===== src/rtl/uefc_pkg.sv =====
// constants of the extended-page uart flow block
package uefc_pkg;
	// --------------------------------------------------------------
	// register byte offsets
	// --------------------------------------------------------------
	localparam logic [7:0] ADR_LINE_CONTROL   = 8'h00;
	localparam logic [7:0] ADR_MODEM_CONTROL  = 8'h04;
	localparam logic [7:0] ADR_FIFO_CONTROL   = 8'h08;
	localparam logic [7:0] ADR_INT_STATUS     = 8'h0c;
	localparam logic [7:0] ADR_LINE_STATUS    = 8'h10;
	localparam logic [7:0] ADR_MODEM_STATUS   = 8'h14;
	localparam logic [7:0] ADR_DIVISOR_LOW    = 8'h18;
	localparam logic [7:0] ADR_DIVISOR_HIGH   = 8'h1c;
	localparam logic [7:0] ADR_PAGE_SELECT    = 8'h20;
	localparam logic [7:0] ADR_ENH_FEATURE    = 8'h24;
	localparam logic [7:0] ADR_FIFO_DEPTH     = 8'h28;
	localparam logic [7:0] ADR_XOFF_RESEND    = 8'h2c;
	localparam logic [7:0] ADR_TX_TRIGGER     = 8'h30;
	localparam logic [7:0] ADR_RX_TRIGGER     = 8'h34;
	localparam logic [7:0] ADR_FLOW_UPPER     = 8'h38;
	localparam logic [7:0] ADR_FLOW_LOWER     = 8'h3c;
	localparam logic [7:0] ADR_INT_ENABLE     = 8'h40;
	// --------------------------------------------------------------
	// keys, reset values, field positions
	// --------------------------------------------------------------
	localparam logic [7:0] EXT_SPACE_KEY      = 8'hbf;
	localparam logic [6:0] PAGE_ACCESS_KEY    = 7'h52;
	localparam logic [7:0] ISR_RESET          = 8'h01;
	localparam logic [7:0] LSR_RESET          = 8'h60;
	localparam logic [7:0] DIVISOR_RESET      = 8'hff;
	localparam logic [7:0] TRIGGER_RESET      = 8'h80;
	localparam logic [2:0] ISR_ID_RX          = 3'h2;
	localparam logic [2:0] ISR_ID_TIMEOUT     = 3'h6;
	localparam logic [2:0] ISR_ID_TX          = 3'h1;
	localparam int         MCR_DTR_BIT        = 0;
	localparam int         MCR_RTS_BIT        = 1;
	localparam int         MCR_RESEND_BIT     = 2;
	localparam int         EFR_AUTO_RTS_BIT   = 6;
	localparam int         FCR_ENABLE_BIT     = 0;
	localparam int         IER_RX_BIT         = 0;
	localparam int         IER_TX_BIT         = 1;
	localparam int         FIFO256_DEPTH      = 256;
	// --------------------------------------------------------------
	// 64-byte mode levels, indexed by fifo_control fields
	// --------------------------------------------------------------
	localparam logic [7:0] FLOW_UPPER_64 [4]  = '{8'h08, 8'h10, 8'h38, 8'h3c};
	localparam logic [7:0] FLOW_LOWER_64 [4]  = '{8'h00, 8'h08, 8'h10, 8'h38};
	localparam logic [7:0] RX_TRIGGER_64 [4]  = '{8'h08, 8'h10, 8'h38, 8'h3c};
	localparam logic [7:0] TX_TRIGGER_64 [4]  = '{8'h08, 8'h10, 8'h20, 8'h38};
	// resend period minus one for codes 00..11 (1, 4, 8, 16)
	localparam logic [3:0] RESEND_LAST [4]    = '{4'h0, 4'h3, 4'h7, 4'hf};
endpackage


===== src/rtl/uefc_top.sv =====
// extended-page uart block: deep fifo mode, triggers, flow control, reset state
//
// Decided for this implementation: the Wishbone slave port and the placing of the registers.
`timescale 1ns/1ps
module uefc_top
	import uefc_pkg::*;
#(
	parameter int COUNT_W = 9
) (
	// clock and reset
	input  wire logic               I_CLK,
	input  wire logic               I_RSTN,
	// wishbone slave
	input  wire logic               I_WB_CYC,
	input  wire logic               I_WB_STB,
	input  wire logic               I_WB_WE,
	input  wire logic [7:0]         I_WB_ADR,
	input  wire logic [3:0]         I_WB_SEL,
	input  wire logic [31:0]        I_WB_DAT,
	output logic      [31:0]        O_WB_DAT,
	output logic                    O_WB_ACK,
	// uart core status
	input  wire logic [COUNT_W-1:0] I_RX_COUNT,
	input  wire logic [COUNT_W-1:0] I_TX_COUNT,
	input  wire logic               I_RX_CHAR,
	input  wire logic               I_RX_TIMEOUT,
	input  wire logic               I_TXD_CORE,
	input  wire logic               I_LINE_DRIVER_ENABLE_CORE,
	input  wire logic               I_RECEIVER_ENABLE_N_CORE,
	// flow characters to the transmitter
	output logic                    O_SEND_XOFF,
	output logic                    O_SEND_XON,
	// pins
	input  wire logic [3:0]         I_MODEM_N,
	input  wire logic               I_IRQ_DRIVE_SELECT,
	output logic                    O_TXD,
	output logic                    O_RTS_N,
	output logic                    O_DTR_N,
	output logic                    O_LINE_DRIVER_ENABLE,
	output logic                    O_RECEIVER_ENABLE_N,
	output logic                    O_INT,
	output logic                    O_INT_OE
);

	generate
		if (COUNT_W < 9 || COUNT_W > 16) begin : g_check
			$error("COUNT_W must lie in 9..16");
		end
	endgenerate

	// --------------------------------------------------------------
	// state
	// --------------------------------------------------------------
	typedef struct packed {
		logic       wb_ack;
		logic [7:0] wb_dat;
		logic [7:0] line_control;
		logic [7:0] modem_control;
		logic [7:0] fifo_control;
		logic [7:0] int_enable;
		logic [7:0] divisor_low;
		logic [7:0] divisor_high;
		logic [7:0] enhanced_feature_ctrl;
		logic       page4;
		logic       deep_fifo;
		logic [1:0] xoff_resend_count;
		logic [7:0] tx_trigger_level;
		logic [7:0] rx_trigger_level;
		logic [7:0] flow_upper_threshold;
		logic [7:0] flow_lower_threshold;
		logic [7:0] interrupt_status;
		logic [7:0] line_status;
		logic [7:0] modem_status;
		logic       xoff_sent;
		logic [3:0] resend_cnt;
		logic       send_xoff;
		logic       send_xon;
		logic       rts_hold;
		logic       txd;
		logic       line_drv;
		logic       rcv_en_n;
		logic       int_out;
		logic [4:0] pin_s1;
		logic [4:0] pin_s2;
		logic [4:0] pin_s3;
		logic [4:0] pin_stable;
	} uefc_state_type;

	uefc_state_type st_reg;
	uefc_state_type st_next;

	logic                wb_req;
	logic                wb_wr;
	logic [7:0]          wdat;
	logic                ext_space;
	logic                page3_on;
	logic                page4_on;
	logic                sw_tx_flow;
	logic                auto_rts;
	logic                resend_on;
	logic                thr_writable;
	logic [7:0]          upper_eff;
	logic [7:0]          lower_eff;
	logic [7:0]          rx_level;
	logic [7:0]          tx_level;
	logic                above_upper;
	logic                below_lower;
	logic                rx_irq;
	logic                tmo_irq;
	logic                tx_irq;
	logic [7:0]          rdat;

	// --------------------------------------------------------------
	// decode and flow terms
	// --------------------------------------------------------------
	assign wb_req       = I_WB_CYC & I_WB_STB;
	assign wb_wr        = wb_req & I_WB_WE & I_WB_SEL[0] & st_reg.wb_ack;
	assign wdat         = I_WB_DAT[7:0];
	assign ext_space    = st_reg.line_control == EXT_SPACE_KEY;
	assign page3_on     = ext_space & ~st_reg.page4;
	assign page4_on     = ext_space & st_reg.page4;
	assign sw_tx_flow   = st_reg.enhanced_feature_ctrl[3:2] != 2'b00;
	assign auto_rts     = st_reg.enhanced_feature_ctrl[EFR_AUTO_RTS_BIT];
	assign resend_on    = (st_reg.enhanced_feature_ctrl[3:0] != 4'h0)
		& st_reg.modem_control[MCR_RESEND_BIT];
	assign thr_writable = st_reg.deep_fifo & (sw_tx_flow | auto_rts);
	assign upper_eff    = st_reg.deep_fifo ? st_reg.flow_upper_threshold
		: FLOW_UPPER_64[st_reg.fifo_control[5:4]];
	assign lower_eff    = st_reg.deep_fifo ? st_reg.flow_lower_threshold
		: FLOW_LOWER_64[st_reg.fifo_control[7:6]];
	assign rx_level     = st_reg.deep_fifo ? st_reg.rx_trigger_level
		: RX_TRIGGER_64[st_reg.fifo_control[7:6]];
	assign tx_level     = st_reg.deep_fifo ? st_reg.tx_trigger_level
		: TX_TRIGGER_64[st_reg.fifo_control[5:4]];
	// thresholds are assumed ordered, so above and below never coincide
	assign above_upper  = I_RX_COUNT > COUNT_W'(upper_eff);
	assign below_lower  = I_RX_COUNT < COUNT_W'(lower_eff);

	// a zero trigger level is not guarded against
	always_comb begin
		rx_irq  = 1'b0;
		tx_irq  = 1'b0;
		tmo_irq = st_reg.int_enable[IER_RX_BIT] & I_RX_TIMEOUT;
		if (st_reg.fifo_control[FCR_ENABLE_BIT]) begin
			rx_irq = I_RX_COUNT > COUNT_W'(rx_level);
			tx_irq = I_TX_COUNT < COUNT_W'(tx_level);
		end else begin
			rx_irq = I_RX_COUNT != '0;
			tx_irq = I_TX_COUNT == '0;
		end
		rx_irq = rx_irq & st_reg.int_enable[IER_RX_BIT];
		tx_irq = tx_irq & st_reg.int_enable[IER_TX_BIT];
	end

	// --------------------------------------------------------------
	// read mux
	// --------------------------------------------------------------
	always_comb begin
		rdat = 8'h00;
		case (I_WB_ADR)
			ADR_LINE_CONTROL: rdat = st_reg.line_control;
			ADR_MODEM_CONTROL: rdat = st_reg.modem_control;
			ADR_FIFO_CONTROL: rdat = st_reg.fifo_control;
			ADR_INT_STATUS: rdat = st_reg.interrupt_status;
			ADR_LINE_STATUS: rdat = st_reg.line_status;
			ADR_MODEM_STATUS: rdat = st_reg.modem_status;
			ADR_DIVISOR_LOW: rdat = st_reg.divisor_low;
			ADR_DIVISOR_HIGH: rdat = st_reg.divisor_high;
			ADR_INT_ENABLE: rdat = st_reg.int_enable;
			ADR_PAGE_SELECT: rdat = ext_space ? {7'h00, st_reg.page4} : 8'h00;
			ADR_ENH_FEATURE: rdat = page3_on ? st_reg.enhanced_feature_ctrl : 8'h00;
			ADR_FIFO_DEPTH: rdat = page4_on ? {7'h00, st_reg.deep_fifo} : 8'h00;
			ADR_XOFF_RESEND: rdat = page4_on ? {6'h00, st_reg.xoff_resend_count} : 8'h00;
			ADR_TX_TRIGGER: rdat = page4_on ? st_reg.tx_trigger_level : 8'h00;
			ADR_RX_TRIGGER: rdat = page4_on ? st_reg.rx_trigger_level : 8'h00;
			ADR_FLOW_UPPER: rdat = page4_on ? upper_eff : 8'h00;
			ADR_FLOW_LOWER: rdat = page4_on ? lower_eff : 8'h00;
			default: rdat = 8'h00;
		endcase
	end

	// --------------------------------------------------------------
	// next state
	// --------------------------------------------------------------
	always_comb begin
		st_next = st_reg;
		st_next.wb_ack = wb_req & ~st_reg.wb_ack;
		if (wb_req & ~st_reg.wb_ack) begin
			st_next.wb_dat = rdat;
		end
		// pin synchronisers, a change counts once stages two and three agree
		st_next.pin_s1 = {I_IRQ_DRIVE_SELECT, I_MODEM_N};
		st_next.pin_s2 = st_reg.pin_s1;
		st_next.pin_s3 = st_reg.pin_s2;
		if (st_reg.pin_s2 == st_reg.pin_s3) begin
			st_next.pin_stable = st_reg.pin_s3;
		end
		// modem status: inverted levels low, sticky change flags high
		if (wb_req & ~I_WB_WE & st_reg.wb_ack & (I_WB_ADR == ADR_MODEM_STATUS)) begin
			st_next.modem_status[7:4] = 4'h0;
		end
		st_next.modem_status[7:4] = st_next.modem_status[7:4]
			| (st_reg.pin_stable[3:0] ^ st_next.pin_stable[3:0]);
		st_next.modem_status[3:0] = ~st_reg.pin_stable[3:0];
		// register writes at the acknowledging edge
		if (wb_wr) begin
			case (I_WB_ADR)
				ADR_LINE_CONTROL: st_next.line_control = wdat;
				ADR_MODEM_CONTROL: st_next.modem_control = wdat;
				ADR_FIFO_CONTROL: st_next.fifo_control = wdat;
				ADR_DIVISOR_LOW: st_next.divisor_low = wdat;
				ADR_DIVISOR_HIGH: st_next.divisor_high = wdat;
				ADR_INT_ENABLE: st_next.int_enable = wdat;
				ADR_PAGE_SELECT: begin
					if (ext_space && wdat[7:1] == PAGE_ACCESS_KEY) begin
						st_next.page4 = wdat[0];
					end
				end
				ADR_ENH_FEATURE: begin
					if (page3_on) begin
						st_next.enhanced_feature_ctrl = wdat;
					end
				end
				ADR_FIFO_DEPTH: begin
					if (page4_on) begin
						st_next.deep_fifo = wdat[0];
					end
				end
				ADR_XOFF_RESEND: begin
					if (page4_on) begin
						st_next.xoff_resend_count = wdat[1:0];
					end
				end
				ADR_TX_TRIGGER: begin
					if (page4_on) begin
						st_next.tx_trigger_level = wdat;
					end
				end
				ADR_RX_TRIGGER: begin
					if (page4_on) begin
						st_next.rx_trigger_level = wdat;
					end
				end
				ADR_FLOW_UPPER: begin
					if (page4_on && thr_writable) begin
						st_next.flow_upper_threshold = wdat;
					end
				end
				ADR_FLOW_LOWER: begin
					if (page4_on && thr_writable) begin
						st_next.flow_lower_threshold = wdat;
					end
				end
				default: st_next.line_control = st_next.line_control;
			endcase
		end
		// software flow: xoff above upper, xon below lower, periodic resend
		st_next.send_xoff = 1'b0;
		st_next.send_xon  = 1'b0;
		if (sw_tx_flow) begin
			if (above_upper && !st_reg.xoff_sent) begin
				st_next.send_xoff  = 1'b1;
				st_next.xoff_sent  = 1'b1;
				st_next.resend_cnt = 4'h0;
			end else if (below_lower && st_reg.xoff_sent) begin
				st_next.send_xon  = 1'b1;
				st_next.xoff_sent = 1'b0;
			end else if (st_reg.xoff_sent && resend_on && I_RX_CHAR) begin
				if (st_reg.resend_cnt == RESEND_LAST[st_reg.xoff_resend_count]) begin
					st_next.send_xoff  = 1'b1;
					st_next.resend_cnt = 4'h0;
				end else begin
					st_next.resend_cnt = st_reg.resend_cnt + 4'h1;
				end
			end
		end else begin
			st_next.xoff_sent = 1'b0;
		end
		// automatic rts, holds between the thresholds
		if (above_upper) begin
			st_next.rts_hold = 1'b1;
		end else if (below_lower) begin
			st_next.rts_hold = 1'b0;
		end
		// status
		st_next.interrupt_status[7:6] = st_reg.deep_fifo
			? {I_TX_COUNT == '0, I_RX_COUNT == COUNT_W'(FIFO256_DEPTH)}
			: {2{st_reg.fifo_control[FCR_ENABLE_BIT]}};
		st_next.interrupt_status[5:4] = 2'b00;
		st_next.interrupt_status[0]   = ~(rx_irq | tmo_irq | tx_irq);
		if (rx_irq) begin
			st_next.interrupt_status[3:1] = ISR_ID_RX;
		end else if (tmo_irq) begin
			st_next.interrupt_status[3:1] = ISR_ID_TIMEOUT;
		end else if (tx_irq) begin
			st_next.interrupt_status[3:1] = ISR_ID_TX;
		end else begin
			st_next.interrupt_status[3:1] = 3'h0;
		end
		st_next.line_status = {1'b0, {2{I_TX_COUNT == '0}}, 4'h0, I_RX_COUNT != '0};
		st_next.int_out     = rx_irq | tmo_irq | tx_irq;
		st_next.txd         = I_TXD_CORE;
		st_next.line_drv    = I_LINE_DRIVER_ENABLE_CORE;
		st_next.rcv_en_n    = I_RECEIVER_ENABLE_N_CORE;
		if (!I_RSTN) begin
			st_next                       = '0;
			st_next.pin_s1                = {I_IRQ_DRIVE_SELECT, I_MODEM_N};
			st_next.pin_s2                = st_reg.pin_s1;
			st_next.pin_s3                = st_reg.pin_s2;
			st_next.pin_stable            = st_reg.pin_s3;
			st_next.modem_status          = {4'h0, ~st_reg.pin_stable[3:0]};
			st_next.interrupt_status      = ISR_RESET;
			st_next.line_status           = LSR_RESET;
			st_next.divisor_low           = DIVISOR_RESET;
			st_next.divisor_high          = DIVISOR_RESET;
			st_next.tx_trigger_level      = TRIGGER_RESET;
			st_next.rx_trigger_level      = TRIGGER_RESET;
			st_next.txd                   = 1'b1;
			st_next.rcv_en_n              = 1'b0;
		end
	end

	always_ff @(posedge I_CLK) begin
		st_reg <= st_next;
	end

	// --------------------------------------------------------------
	// outputs
	// --------------------------------------------------------------
	assign O_WB_ACK             = st_reg.wb_ack;
	assign O_WB_DAT             = {24'h000000, st_reg.wb_dat};
	assign O_SEND_XOFF          = st_reg.send_xoff;
	assign O_SEND_XON           = st_reg.send_xon;
	assign O_TXD                = st_reg.txd;
	assign O_RTS_N              = auto_rts ? st_reg.rts_hold
		: ~st_reg.modem_control[MCR_RTS_BIT];
	assign O_DTR_N              = ~st_reg.modem_control[MCR_DTR_BIT];
	assign O_LINE_DRIVER_ENABLE = st_reg.line_drv;
	assign O_RECEIVER_ENABLE_N  = st_reg.rcv_en_n;
	assign O_INT                = st_reg.int_out;
	assign O_INT_OE             = st_reg.pin_stable[4];
endmodule

===== config.mk =====
export PLATFORM = sky130hd
export DESIGN_NAME = uefc_top
export DESIGN_NICKNAME = d
export VERILOG_FILES = /design/src/rtl/uefc_pkg.sv /design/src/rtl/uefc_top.sv
export SDC_FILE = /design/constraint.sdc
export NUM_CORES = 1
export LEC_CHECK = 0
export ABC_AREA = 1
export BUFFER_PORTS_ARGS = -buffer_cell sky130_fd_sc_hd__buf_4
export CORE_MARGIN = 3
export CORE_UTILIZATION = 58
export CTS_CLUSTER_SIZE = 14
export DETAILED_ROUTE_END_ITERATION = 10
export PLACE_DENSITY = 0.81
export SYNTH_ARGS = -nofsm -noshare
export SYNTH_HDL_FRONTEND = slang
export SYNTH_SLANG_ARGS = --single-unit

===== constraint.sdc =====
create_clock -name I_CLK -period 2.6 [get_ports I_CLK]
set_clock_uncertainty 0.05 [all_clocks]
set_input_delay 0.39 -clock I_CLK [delete_from_list [all_inputs] [get_ports I_CLK]]
set_output_delay 0.39 -clock I_CLK [all_outputs]
set_load 0.01 [all_outputs]

==> results by group <==
Synth
  – Top post-synthesis cells by count: nand2_1, dfxtp_1, nor2_1, inv_1, a21oi_1
  – Synth Warn #: 0
  – Top area cells in the synthesized netlist: dfxtp_1, nand2_1, ha_1
  – Most frequent cell after synthesis: nand2_1
  – Leading area contributor after synthesis: dfxtp_1
  – Mean instance size in the synthesized netlist: about 7.3 um2
  – Register area share after synthesis: 37.5%
  – Post-synth top area share: 37.1%
  – Cell Area, Synth: 7980 um2
  – Yosys reg bits: between 100 and 150
  – Top_reg_cell synth: dfxtp_1
  – Synth cell types: 46
  – Syn Inst Count: 1098
  – Post-synth ARST share: 0%
  – Post-synth EDFFs: 1

STA
  – Fin crit period: approximately 2.4 ns
  – Worst-margin pin slew: approximately 0.83 ns
  – Setup TNS: 0 ns
  – Max_slew headroom: between 40% and 50%
  – Max Freq: approximately 400 MHz
  – Final period util: 93.5%
  – Endpoints failing hold: 0
  – Fin worst setup slack: 0.168 ns
  – Slew Limit Fails: 0
  – RSZ-0062 raised after global routing: false
  – Setup violations, final: 0

Pwr
  – Max VDD drop: between 0.7 and 0.8 mV
  – Logic pwr share: roughly 7.0%
  – Sw frac: about a quarter
  – NetSw: 1.34 mW
  – Leak pwr: roughly 4.1 nW
  – Pwr dens: 554 nW/um2
  – Clk network pwr share: 47.0%
  – Seq pwr share: a little under half
  – Internal: between 3 and 4 mW

Cells and area
  – Layout area overhead: 14.8%
  – Post-route cell area: 9160 um2
  – Layout Cells excl Fill: 1352
  – Number of diodes: 0
  – Max reg flops: 132
  – Layout cells sized above 1: 17.4%
  – Fin nets: 1274

Setup path
  – Critical Path Start Type: flip-flop
  – Critical Path End Type: flip-flop
  – Crit path max fanout: 6
  – Required @ worst endpoint: 2.88 ns
  – Slowest stage delay, CP: between 0.4 and 0.5 ns
  – Crit-path most repeated cell: nand2_1
  – Slowest-stage cell, CP: dfxtp_1
  – Kind of critical path: flip-flop to flip-flop
  – CP delay by family, top: compound AO/OA/AOI/OAI gates
  – CP arrival: 2.71 ns
  – Critical path buffers and inverters: 2
  – CP startpoint: st_reg[131]
  – Crit-path cells: nand2_1 -> o21ai_1 -> inv_1 -> ha_1 -> a21o_1 -> o21ai_0 -> nand4_1 -> buf_4 -> nand2_1 -> nand3_1 -> nand2_1 -> nor2_1
  – RR Startpoint: st_reg[131]

Detailed routing
  – DR vias: 7657
  – # DRC: 0
  – Vias per inst: 5.66
  – First drt pass iteration count: 7
  – DR iter-0 viols: 910
  – DR WL/cell: roughly 17 um
  – Detailed-route wire length: 22400 um
  – Final ANT Viol Nets: 0

Floorplanning
  – Ports: 119
  – Core Box Area: 13300 um2
  – DIE AREA: 15200 um2
  – Initial Utilization: 59.8%
  – DIE WIDTH: 123 um
  – Die Y: 123 um
  – # rows: 42

Placed design
  – IO Port Bufs: 67
  – DP HPWL: 15700 um
  – Final GP Congestion: slightly below 1
  – Post-place setup slack: between 0.06 and 0.07 ns
  – Inst Count DP: 1313
  – Post-placement cell area: 8500 um2

Outcome
  – Status: complete, no violations

GRT
  – Remaining Overflow, GRT: 0
  – Largest net degree at the start of global routing: 81
  – GRT Util Overall: 29.7%
  – First-pass GRT wire length: 34500 um
  – Number of global-route vias before repair: 6896
  – Initial antenna violation count: 0

Clock tree
  – Root Driver: clkbuf_16
  – Clk slew on worst S/H paths: 0.06 ns
  – Clk sinks: 149
  – TritonCTS clock tree: done
  – Clock Tree Buf Depth: 2
  – Total CTS buffers: 17
  – Worst skew pair latency: 0.43 ns
  – Htree depth: 4

Worst hold path
  – Worst Hold Class: input pin to flip-flop
  – Worst Hold Launch: I_RECEIVER_ENABLE_N_CORE

Flow run
  – Max-cap violations: 0
-- kinds of logic after synthesis --
kind of cell	count (synthesis)	synth area share (%)
other cells	1	0.0470
flops	149	37.5
buf+inv	182	10.8
simple gates	506	27.9
xor+xnor	13	1.43
compound gates	213	16.9
fa+ha+maj	34	5.33
-- cells in the final DEF (no fill, tap or decap), drive strengths merged, types with 11 or more instances in the layout --
cell type and instances:
a211oi 24, o211ai 17, dfxtp 148, clkbuf 18, ha 34, nor3 11
nand3 77, xor2 11, o21ai 78, clkinv 12, nor2 122, inv 116
a21oi 85, conb 24, nand4 11, nand2 272, buf 84
-- per-stage QoR --
step	utilization, %	power (mW)	hold WS (ns)
after CTS	68.0	5.06	0.000564
final	68.6	5.08	0.0889
after global placement	63.6	2.72	0.260
after detailed placement	63.6	2.73	0.262
after global routing	68.6	5.22	0.0858
after floorplan	-	2.59	0.260
-- layout make-up --
class | instances | area (um2)
well taps | 176 | 220
repair buffers | 89 | 706
flip-flops and latches | 149 | 3000
clock buffers | 18 | 439
fillers | 1143 | 4190
inverters | 116 | 437
multi-input cells | 790 | 4220
clock inverters | 14 | 140
-- repair_timing --
action	4_1_cts	5_1_grt
hold buffers	0	5
buffers inserted	0	2
gates resized for setup	0	14
endpoints found under the hold margin	0	5
setup endpoints to repair	0	11
-- worst reg2reg max path, stage by stage, from the launching register on --
cell     delay [ns]
dfxtp_1        0.46
nand2_1        0.10
o21ai_1        0.18
inv_1          0.08
ha_1           0.30
a21o_1         0.19
o21ai_0        0.26
nand4_1        0.25
buf_4          0.22
nand2_1        0.07
nand3_1        0.07
nand2_1        0.07
nor2_1         0.05
-- metal layers --
metal  vias up  wire length (um)  GRT usage, %  part of all wire, %
li1       3686                 -             -                    -
met4         0              1140          16.5                  5.1
met3        80              2050          6.72                  9.2
met1      3505              9270          38.9                   41
met2       386              9890          45.1                   44
met5         -                 0             0                    0
-- power by group through the flow --
stage	Clock, mW	Combinational (mW)	Sequential [mW]
3_3_place_gp	0	0.331	2.39
4_1_cts	2.38	0.341	2.34
2_1_floorplan	0	0.205	2.39
3_5_place_dp	0	0.337	2.39
5_1_grt	2.49	0.391	2.34
6_report	2.38	0.354	2.34
-- worst paths after layout --
check | to | slack, ns | cells past startpoint
setup / recovery | st_reg[29] | 0.17 | 12
hold / removal | O_RECEIVER_ENABLE_N | 0.09 | 3
setup reg to reg | st_reg[29] | 0.17 | 12
hold reg to reg | st_reg[14] | 0.28 | 0
Power figures use the tool's default switching activity.
